File: src/event_pkg.sv
// Constants and types shared by the core event prioritizer and its store.
// Assumes a single core clock domain and a synchronous active-high reset.
package event_pkg;
    // ==============================================================
    // Levels and widths
    localparam int         NUM_LEVELS = 16;
    localparam int         LVL_W      = 4;
    localparam int         ADDR_W     = 32;
    localparam int         NUM_GEN    = 9;
    localparam logic [3:0] LVL_EMU    = 4'h0;
    localparam logic [3:0] LVL_RST    = 4'h1;
    localparam logic [3:0] LVL_NMI    = 4'h2;
    localparam logic [3:0] LVL_EXC    = 4'h3;
    localparam logic [3:0] LVL_GEN_EN = 4'h4;
    localparam logic [3:0] LVL_HWERR  = 4'h5;
    localparam logic [3:0] LVL_TICK   = 4'h6;
    localparam logic [3:0] LVL_GEN_LO = 4'h7;
    localparam logic [4:0] NO_LEVEL   = 5'h10;
    // ==============================================================
    // Masks and reset values
    localparam logic [15:0] GATED_MASK = 16'hFFE0;
    localparam logic [15:0] VEC_RST    = 16'h0000;
    localparam logic [31:0] WORD_RST   = 32'h0000_0000;
    // ==============================================================
    // Entry sequencer states, Gray coded along the entry path
    typedef enum logic [1:0] {
        ST_IDLE  = 2'b00,
        ST_PUSH  = 2'b01,
        ST_ENTER = 2'b11
    } entry_state_t;
endpackage

File: src/ret_addr_if.sv
// Carrier between the prioritizer and its return address store.
// Assumes both ends run on the same core clock.
`timescale 1ns/1ps
interface ret_addr_if #(parameter int AW = 4, parameter int DW = 32);
    logic          wr_en;
    logic [AW-1:0] wr_idx;
    logic [DW-1:0] wr_data;
    logic          rd_en;
    logic [AW-1:0] rd_idx;
    logic [DW-1:0] rd_data;
    modport ctrl (output wr_en, wr_idx, wr_data, rd_en, rd_idx,
                  input  rd_data);
    modport mem  (input  wr_en, wr_idx, wr_data, rd_en, rd_idx,
                  output rd_data);
endinterface

File: src/core_event_prioritizer.sv
// Core event prioritizer: latches, ranks, nests and enters core events.
// Assumes one core clock, synchronous reset, and request inputs that are
// already synchronous to the core clock.
//
// Summary of operation
// - The highest priority pending event is always serviced first.
// - Higher priority events preempt running handlers, so handlers nest.
// - Emulation, reset, NMI, exception and interrupt classes are handled.
// - Entering the emulation event puts the processor in emulation mode.
// - Taking the reset event resets the whole processor.
// - Watchdog expiry or the external NMI pin raises the NMI event.
// - Exceptions stall completion of the faulting instruction until taken.
// - Interrupts come from timers, peripherals, pins and software raise.
// - Each level but reset keeps a return address; a return restores it.
// - Processor state is pushed to the supervisor stack on entry.
// - Peripheral requests arrive from the router on general lines.
// - Nine general levels, 7 to 15, sit below the dedicated events.
// - Fixed priority 0 highest to 15 lowest, in class order.
// - The router's remappable mapping feeds the general levels as given.
`timescale 1ns/1ps
module core_event_prioritizer
    import event_pkg::*;
(
    input  wire logic                core_clk,
    input  wire logic                sys_rst,
    input  wire logic                emu_req,
    input  wire logic                rst_req,
    input  wire logic                wdog_expire,
    input  wire logic                nmi_pin,
    input  wire logic                exc_req,
    input  wire logic                hw_err_req,
    input  wire logic                core_tick_req,
    input  wire logic [NUM_GEN-1:0]  general_levels,
    input  wire logic                sw_raise_valid,
    input  wire logic [LVL_W-1:0]    sw_raise_level,
    input  wire logic                global_en,
    input  wire logic [ADDR_W-1:0]   cur_pc,
    input  wire logic [ADDR_W-1:0]   proc_status,
    input  wire logic                rtx_valid,
    input  wire logic [LVL_W-1:0]    rtx_level,
    output logic                     rtx_ready,
    output logic                     commit_hold,
    output logic                     stack_push,
    output logic [ADDR_W-1:0]        stack_data,
    output logic                     event_take,
    output logic [LVL_W-1:0]         event_level,
    output logic                     proc_reset,
    output logic                     emu_mode,
    output logic                     ret_valid,
    output logic [ADDR_W-1:0]        ret_addr,
    output logic [NUM_LEVELS-1:0]    pending,
    output logic [NUM_LEVELS-1:0]    active
);
    // ==============================================================
    // Helpers
    // Index of the most urgent set bit, or NO_LEVEL when none is set.
    function automatic logic [4:0] first_set(input logic [15:0] v);
        logic [4:0] r;
        r = NO_LEVEL;
        for (int i = NUM_LEVELS - 1; i >= 0; i--) begin
            if (v[i]) begin
                r = 5'(i);
            end
        end
        return r;
    endfunction

    // One-hot vector for a level number.
    function automatic logic [15:0] lvl_bit(input logic [3:0] lvl);
        return 16'h0001 << lvl;
    endfunction

    // ==============================================================
    // State
    entry_state_t            state_ff, nxt_state;
    logic [15:0]             pend_ff, nxt_pend;
    logic [15:0]             act_ff, nxt_act;
    logic [3:0]              sel_ff, nxt_sel;
    logic                    push_ff, nxt_push;
    logic [ADDR_W-1:0]       sdata_ff, nxt_sdata;
    logic                    take_ff, nxt_take;
    logic [3:0]              lvl_ff, nxt_lvl;
    logic                    prst_ff, nxt_prst;
    logic                    emu_ff, nxt_emu;
    logic                    rvalid_ff, nxt_rvalid;
    logic [15:0]             set_vec;
    logic [15:0]             pend_eff;
    logic [4:0]              win;
    logic [4:0]              top_act;
    logic                    take_go;
    logic                    ret_go;

    ret_addr_if #(.AW(LVL_W), .DW(ADDR_W)) ra_bus ();

    return_addr_store #(
        .DEPTH (NUM_LEVELS),
        .AW    (LVL_W),
        .DW    (ADDR_W)
    ) u_store (
        .core_clk (core_clk),
        .port     (ra_bus.mem)
    );

    // ==============================================================
    // Request capture and ranking
    // Gather every source into one vector; level 4 is never pending.
    always_comb begin
        set_vec            = VEC_RST;
        set_vec[LVL_EMU]   = emu_req;
        set_vec[LVL_RST]   = rst_req;
        set_vec[LVL_NMI]   = wdog_expire | nmi_pin;
        set_vec[LVL_EXC]   = exc_req;
        set_vec[LVL_HWERR] = hw_err_req;
        set_vec[LVL_TICK]  = core_tick_req;
        set_vec[15:7]      = general_levels;
        if (sw_raise_valid && sw_raise_level >= LVL_GEN_LO) begin
            set_vec = set_vec | lvl_bit(sw_raise_level);
        end
    end

    // Global enable masks everything below its own priority slot.
    assign pend_eff = global_en ? pend_ff : (pend_ff & ~GATED_MASK);
    assign win      = first_set(pend_eff);
    assign top_act  = first_set(act_ff);
    assign ret_go   = rtx_valid && state_ff == ST_IDLE;
    assign take_go  = state_ff == ST_IDLE && !rtx_valid
                      && win < top_act;
    assign rtx_ready   = state_ff == ST_IDLE;
    assign commit_hold = exc_req | pend_ff[LVL_EXC];

    // ==============================================================
    // Return address store access
    // Capture the interrupted PC on the decision cycle; read on return.
    always_comb begin
        ra_bus.wr_en   = take_go && win[3:0] != LVL_RST;
        ra_bus.wr_idx  = win[3:0];
        ra_bus.wr_data = cur_pc;
        ra_bus.rd_en   = ret_go;
        ra_bus.rd_idx  = rtx_level;
    end

    // ==============================================================
    // Entry sequencer next state
    // Decide, push state, then enter the handler; returns only in idle.
    always_comb begin
        nxt_state  = state_ff;
        nxt_pend   = pend_ff | set_vec;
        nxt_act    = act_ff;
        nxt_sel    = sel_ff;
        nxt_push   = 1'b0;
        nxt_sdata  = sdata_ff;
        nxt_take   = 1'b0;
        nxt_lvl    = lvl_ff;
        nxt_prst   = 1'b0;
        nxt_emu    = emu_ff;
        nxt_rvalid = 1'b0;
        unique case (state_ff)
            ST_IDLE: begin
                if (ret_go) begin
                    nxt_act    = act_ff & ~lvl_bit(rtx_level);
                    nxt_rvalid = 1'b1;
                    if (rtx_level == LVL_EMU) begin
                        nxt_emu = 1'b0;
                    end
                end else if (take_go && win[3:0] == LVL_RST) begin
                    nxt_prst = 1'b1;
                    nxt_pend = set_vec & ~lvl_bit(LVL_RST);
                    nxt_act  = VEC_RST;
                    nxt_emu  = 1'b0;
                end else if (take_go) begin
                    nxt_sel   = win[3:0];
                    nxt_push  = 1'b1;
                    nxt_sdata = proc_status;
                    nxt_state = ST_PUSH;
                end
            end
            ST_PUSH: begin
                // Clear before set so a fresh request is kept.
                nxt_pend  = (pend_ff & ~lvl_bit(sel_ff)) | set_vec;
                nxt_act   = act_ff | lvl_bit(sel_ff);
                nxt_take  = 1'b1;
                nxt_lvl   = sel_ff;
                nxt_state = ST_ENTER;
                if (sel_ff == LVL_EMU) begin
                    nxt_emu = 1'b1;
                end
            end
            ST_ENTER: begin
                nxt_state = ST_IDLE;
            end
        endcase
    end

    // Register the sequencer state.
    always_ff @(posedge core_clk) begin
        if (sys_rst) begin
            state_ff  <= ST_IDLE;
            pend_ff   <= VEC_RST;
            act_ff    <= VEC_RST;
            sel_ff    <= LVL_EMU;
            push_ff   <= 1'b0;
            sdata_ff  <= WORD_RST;
            take_ff   <= 1'b0;
            lvl_ff    <= LVL_EMU;
            prst_ff   <= 1'b0;
            emu_ff    <= 1'b0;
            rvalid_ff <= 1'b0;
        end else begin
            state_ff  <= nxt_state;
            pend_ff   <= nxt_pend;
            act_ff    <= nxt_act;
            sel_ff    <= nxt_sel;
            push_ff   <= nxt_push;
            sdata_ff  <= nxt_sdata;
            take_ff   <= nxt_take;
            lvl_ff    <= nxt_lvl;
            prst_ff   <= nxt_prst;
            emu_ff    <= nxt_emu;
            rvalid_ff <= nxt_rvalid;
        end
    end

    // ==============================================================
    // Outputs
    // All data outputs but rtx_ready and commit_hold come straight from flip-flops.
    assign stack_push  = push_ff;
    assign stack_data  = sdata_ff;
    assign event_take  = take_ff;
    assign event_level = lvl_ff;
    assign proc_reset  = prst_ff;
    assign emu_mode    = emu_ff;
    assign ret_valid   = rvalid_ff;
    assign ret_addr    = ra_bus.rd_data;
    assign pending     = pend_ff;
    assign active      = act_ff;

    // Bits of pend_eff more urgent than the winner.
    logic [15:0] above_win;
    assign above_win = pend_eff & (lvl_bit(win[3:0]) - 16'h0001);
endmodule

File: src/return_addr_store.sv
// One return address word per event level, read data from a register.
// Assumes one write and one read port on the core clock.
`timescale 1ns/1ps
module return_addr_store #(
    parameter int DEPTH = 16,
    parameter int AW    = 4,
    parameter int DW    = 32
) (
    input wire logic core_clk,
    ret_addr_if.mem  port
);
    logic [DW-1:0] words_ff [DEPTH];
    logic [DW-1:0] rd_data_ff;

    // ==============================================================
    // Storage
    // Write on entry, registered read on return.
    always_ff @(posedge core_clk) begin
        if (port.wr_en) begin
            words_ff[port.wr_idx] <= port.wr_data;
        end
        if (port.rd_en) begin
            rd_data_ff <= words_ff[port.rd_idx];
        end
    end

    assign port.rd_data = rd_data_ff;
endmodule

File: config.mk
export PLATFORM = sky130hd
export DESIGN_NAME = core_event_prioritizer
export DESIGN_NICKNAME = d
export VERILOG_FILES = /design/src/event_pkg.sv /design/src/ret_addr_if.sv /design/src/core_event_prioritizer.sv /design/src/return_addr_store.sv
export SDC_FILE = /design/constraint.sdc
export NUM_CORES = 1
export LEC_CHECK = 0
export BUFFER_PORTS_ARGS = -buffer_cell sky130_fd_sc_hd__buf_2
export CAP_MARGIN = 20
export CORE_MARGIN = 2
export CORE_UTILIZATION = 25
export DETAILED_ROUTE_END_ITERATION = 10
export PLACE_DENSITY_LB_ADDON = 0.08
export SLEW_MARGIN = 30
export SYNTH_ARGS = -nofsm -noshare
export SYNTH_HDL_FRONTEND = slang
export SYNTH_SLANG_ARGS = --single-unit
File: constraint.sdc
create_clock -name core_clk -period 12.62 [get_ports core_clk]
set_clock_uncertainty 0.2 [all_clocks]
set_input_delay 1.262 -clock core_clk [delete_from_list [all_inputs] [get_ports core_clk]]
set_output_delay 1.262 -clock core_clk [all_outputs]
set_load 0.01 [all_outputs]
Word level (Yosys, flattened, before mapping). Memories as Yosys holds them, arrays and structs flattened. A register that Yosys moved wholly into a read port is not among the register bits. Index checks and enable logic that the tools add are counted.

Magnitude comparators: 2. Equality and inequality tests: 10. Shifts and indexed selects: 3. Muxes and demuxes: 55. Bitwise logic cells: 13. Reduce and logical (&&, ||, !) cells: 18.

Operators by type and width (count): two-way mux 5 bit (32); two-way mux 16 bit (6); bitwise OR 16 bit (4); case mux 16 bit (2 select lines) (2); << shifter 1 x 4 -> 16 bit, first input constant (3); AND 16 bit (2); inverter 16 bit (2); two-way mux 1 bit (10); zero test 4 bit (2); AND reduction 4 bit (2); logical AND 1 bit (6); two-way mux 2 bit (3); inequality test 2 bit, second input constant (3); case mux 2 bit (3 select lines) (1); < comparator 5 bit (1); == test 4 x 1 -> 1 bit, second input constant (1); greater-or-equal comparator 4 x 3 -> 1 bit, second input constant (1); inequality test 4 x 1 -> 1 bit, second input constant (1); OR reduction 4 bit (1); inequality test 3 x 1 -> 1 bit, second input constant (1); inequality test 3 x 2 -> 1 bit, second input constant (1); inverter 1 bit (3); AND reduction 3 bit (1); OR reduction 3 bit (1); 10 further kinds (11).

Flip-flop bits (word level): 79. RAM bits: 512. Bits of input ports: 93. Output and inout bits: 107. Logic and storage cells: 113. Memories kept: 1.

Memory list: u_store.words_ff (words 16, bits a word 32, read ports 1, clocked after Yosys merged registers in 1, wr ports 1, line return_addr_store.sv:12) `logic [DW-1:0] words_ff [DEPTH];`.

Logic depth before layout (Yosys ltp).
Depth after elaboration: 23. Gate-level depth with buffers: 15. Gate-level depth less buffers: 13.

Hierarchy. A second synthesis with hierarchy kept.

Cells, all modules: 1295. Area, all modules: 24048.1 um^2.

By module, submodules not included: return_addr_store (instances 1, cells each 838, area an instance 20155.6 um^2, sequential area each 16335.7 um^2); core_event_prioritizer (instances 1, cells each 457, area an instance 3892.5 um^2, sequential area each 1581.5 um^2).

Worst setup path after synthesis. No wires, ideal clock.

Kind: input to register. From: input global_en. To: memory u_store.words_ff[13][0] (enable). Setup time: 461 ps. Data arrival time: 5232 ps. Required time: 11959 ps. Setup slack: 6727 ps. Cell stages on the path: 10. Buffers on the path: 0. Path through: nand2b_1 -> nand3b_1 -> o32ai_1 -> ha_1 -> nor2_1 -> o311a_1 -> o32a_1 -> nand3_1 -> or3_1 -> nor3_1.

Longest elaborated chain between the ends: 22. Elaborated cells on any way between the ends: 23. Classes of those cells: order compare (1); eq/ne (1); mux (19); reduce/logical (2).

Ends and longest elaborated chain: from (decl) (line core_event_prioritizer.sv:36) `input wire logic global_en,`; two-way mux 16 bit * (line core_event_prioritizer.sv:122) `assign pend_eff = global_en ? pend_ff : (pend_ff & ~GATED_MASK);`; two-way mux 5 bit (10 in series) (line core_event_prioritizer.sv:61) `if (v[i]) begin`; two-way mux 5 bit * (6 in series) (line core_event_prioritizer.sv:61); net u_store.port.wr_idx[1] (line ret_addr_if.sv:13) `modport mem (input wr_en, wr_idx, wr_data, rd_en, rd_idx,`; < comparator 5 bit (line core_event_prioritizer.sv:127) `&& win < top_act;`; logical AND 1 bit (line core_event_prioritizer.sv:127); logical AND 1 bit (line core_event_prioritizer.sv:135) `ra_bus.wr_en = take_go && win[3:0] != LVL_RST;`; two-way mux 1 bit (line return_addr_store.sv:19) `if (port.wr_en) begin`; two-way mux 1 bit (not written as such) (line return_addr_store.sv:20) `words_ff[port.wr_idx] <= port.wr_data;`; to (decl) (line return_addr_store.sv:12).

Mark *: on every way through the listed nets, which the timed path passes. The rest lies on a longest branch.

Final worst setup path.
From: input global_en. To: memory u_store.words_ff[4][28] (enable).

The elaborated chain is that of the path after synthesis.

==> run_results.csv <==
group,metric,value,unit
sta,fmaxAchievable,208,MHz
sta,rsz0062_at_grt,"no",
sta,slew_headroom,32.4,%
layout,multi_input_area,6120,µm²
worst_setup_path,worst-r2r-cell-count,10,
die,die_w,315,µm
global_route,use_met3,2.77,%
worst_setup_path,crit_arrival,4890,ps
synthesis,synth_edf_count,544,
synthesis,ys_warn_count,0,
power_and_ir_drop,swShare,23.7,%
place,place_congestion,0.798,
hold_path,hold_class,"flop to flop",
layout,stdcell_count,2813,
sta,slew_violations,0,
synthesis,ys_ff_latch,623,
clock_network,path_clk_slew,60,ps
worst_setup_path,path_max_fanout,17,
die,die_y,315,µm
synthesis,syn_inst,1216,
layout,antenna_cells,0,
synthesis,synth_area,24100,µm²
layout,final_common_cell,"edfxtp_1",
sta,worst_pin_slew,1010,ps
status,outcome,"complete, no violations",
clock_network,ctsResizeCount,0,
power_and_ir_drop,pwr-share-comb,8.1,%
place,dp.cells,2674,
run,cap_violations,0,
worst_setup_path,critPathRequiredTime,12710,ps
global_route,grt_max_degree,99,
global_route,grt_overflow_total,0,
sta,fin_crit_sh,38.0,%
sta,setup-tns-final,0,ps
power_and_ir_drop,leakage,0.00963,µW
detailed_routing,drtIter0Drc,742,
synthesis,async_reset_ff_share,0,%
global_route,grt_pass1_wl,93000,µm
hold_path,hold_end,"stack_data[2]$_SDFFE_PP0P_",
power_and_ir_drop,p_sw,1150,µW
layout,stdcell_area,29300,µm²
power_and_ir_drop,internal_power,3700,µW
worst_setup_path,startpoint_type,"primary input",
die,io_pins,200,
die,start_util,25.3,%
detailed_routing,wl_per_cell,22.7,µm
sta,min_period,4800,ps
detailed_routing,dr.pass1.iters,5,
sta,hold_viol_final,0,
global_route,grt-busiest-layer,"met2",
worst_setup_path,startpoint,"global_en",
power_and_ir_drop,vdd_ir_drop_max,0.0000864,V
layout,regArea,17900,µm²
power_and_ir_drop,p_per_area,166,nW/µm²
detailed_routing,wl,64000,µm
synthesis,synth.distinct_cells,59,
clock_network,cts_max_path_buffers,3,
layout,finalNetCount,1584,
power_and_ir_drop,pwr-share-seq,48.7,%
clock_network,numCtsBuffers,76,
clock_network,cts.sinks,623,
synthesis,ys.flop_type,"edfxtp_1",
die,rows,113,
place,pre_cts_slack,7170,ps
place,placed_area,26900,µm²
global_route,grt_use_met2,21.1,%
sta,finalSetupViolCount,0,
sta,fin_ws,7820,ps
synthesis,synth.yosys.seq_area_share,74.3,%
hold_path,min-delay-start,"stack_data[2]$_SDFFE_PP0P_",
die,die_area,99000,µm²
clock_network,htree_num_levels,3,
power_and_ir_drop,p_total,4850,µW
worst_setup_path,worstReg2RegStart,"pending[3]$_SDFF_PP0_",
place,io_buffer_count,199,
place,hpwl,35900,µm
hold_path,min_path_cells,2,
die,core_area,95300,µm²
synthesis,syn_avg_cell_area,19.8,µm²
layout,final_layout_size_suffix_gt1_share,33.2,%
detailed_routing,antenna_left,0,
global_route,track_usage,12.9,%
power_and_ir_drop,clock_power_share,43.1,%
global_route,antenna_found_initial,2,
clock_network,root_buffer,"clkbuf_16",
global_route,first_global_vias,13257,
worst_setup_path,criticalPathCategory,"primary input to flop",
worst_setup_path,cp-end-kind,"flop",
clock_network,cts_hold_buffers,0,
clock_network,clock_latency,620,ps
worst_setup_path,rrSetupSlack,7850,ps
layout,syn_to_final_growth,21.4,%
detailed_routing,drc_errors,0,
clock_network,cts_tree,"built",
layout,n_fill_cell,9374,
layout,mostFrequentLayoutCells,"544 x edfxtp_1, 196 x buf_2, 160 x mux4_2",
global_route,use_met1,17.3,%
detailed_routing,vias,12326,
clock_network,post_cts_buffers,0,
worst_setup_path,r2r_end,"u_store.words_ff[4][28]$_DFFE_PP_",
detailed_routing,avgViaCountPerCell,4.38,
through the flow:
| step | hold slack [ps] | util, % |
|---|---|---|
| 6_report | 264 | 30.7 |
| 5_1_grt | 290 | 30.7 |
| 4_1_cts | 270 | 30.7 |
| 3_5_place_dp | 258 | 28.2 |
| 3_3_place_gp | 255 | 28.2 |
| 2_1_floorplan | 282 | - |
metal layers:
metal / wire [µm] / up-vias
li1: - / 5478
met1: 28900 / 6453
met4: 1500 / 4
met5: 23 / -
met3: 3080 / 89
met2: 30500 / 302
critical path: stages:
cell	delay (ps)
buf_2	120
nand2b_1	70
nand3b_1	150
o32ai_1	500
ha_1	370
nor2_1	140
o311a_1	180
o32a_1	190
nand3_1	150
or4_1	650
nor2_4	620
buf_4	440
cells by family (layout without fill, tap and decap cells):
kind of cell	count (synthesis)	in the layout	synth area share, %
compound gates	94	94	2.70
fa+ha+maj	3	3	0.156
buf+inv	71	372	1.28
flops	623	623	74.3
mux	199	199	16.6
other cells	1	32	0.0156
simple gates	225	225	4.98
Yosys cell counts, types with 3 or more instances:
library cell,n,area (µm²)
a211oi_1,5,37.5
a21oi_1,16,80.1
a311oi_1,3,26.3
a31oi_1,6,37.5
buf_1,14,52.6
buf_2,5,25.0
buf_6,4,45.0
clkbuf_1,37,139
dfxtp_1,79,1580
edfxtp_1,544,16300
ha_1,3,37.5
inv_1,9,33.8
mux2i_1,37,370
mux4_2,160,3600
nand2_1,24,90.1
nand2b_1,74,463
nand3_1,8,40.0
nor2_1,66,248
nor2b_1,12,75.1
nor3_1,14,70.1
nor4_1,4,25.0
o21ai_0,16,80.1
o22ai_1,17,106
o31a_1,3,26.3
o31ai_1,7,52.6
o32ai_1,4,35.0
or3_1,4,25.0
or4_1,3,22.5
power by group through the flow:
stage / registers [µW] / clock network [µW] / logic (µW)
5_1_grt: 2380 / 2250 / 435
3_3_place_gp: 2410 / 0 / 405
3_5_place_dp: 2410 / 0 / 407
6_report: 2370 / 2090 / 394
2_1_floorplan: 2410 / 0 / 220
4_1_cts: 2370 / 2170 / 408
worst max-delay path by stage:
stage                     slack, ps                           endpoint
after detailed placement       7170  u_store.words_ff[4][23]$_DFFE_PP_
after global placement         7160  u_store.words_ff[4][24]$_DFFE_PP_
final                          7820  u_store.words_ff[4][28]$_DFFE_PP_
after floorplan                6730  u_store.words_ff[13][0]$_DFFE_PP_
after global routing           7550  u_store.words_ff[4][30]$_DFFE_PP_
after CTS                      7850  u_store.words_ff[4][25]$_DFFE_PP_
sequential cells by signal, indices dropped and copies added, names as in the netlist:
name,count
sel_ff,4
active,16
u_store.words_ff,512
stack_push,1
stack_data,32
event_take,1
pending,16
state_ff,2
u_store.port.rd_data,32
proc_reset,1
emu_mode,1
event_level,4
ret_valid,1
cell type report:
cell class	instances	area share (%)
clock buffer	107	7.11
clock inverter	31	1.06
sequential	623	61.2
multi-input combinational	553	20.9
timing repair buffer	225	4.21
inverter	9	0.115
tap	1265	5.41
(Power assumes the default switching activity.)
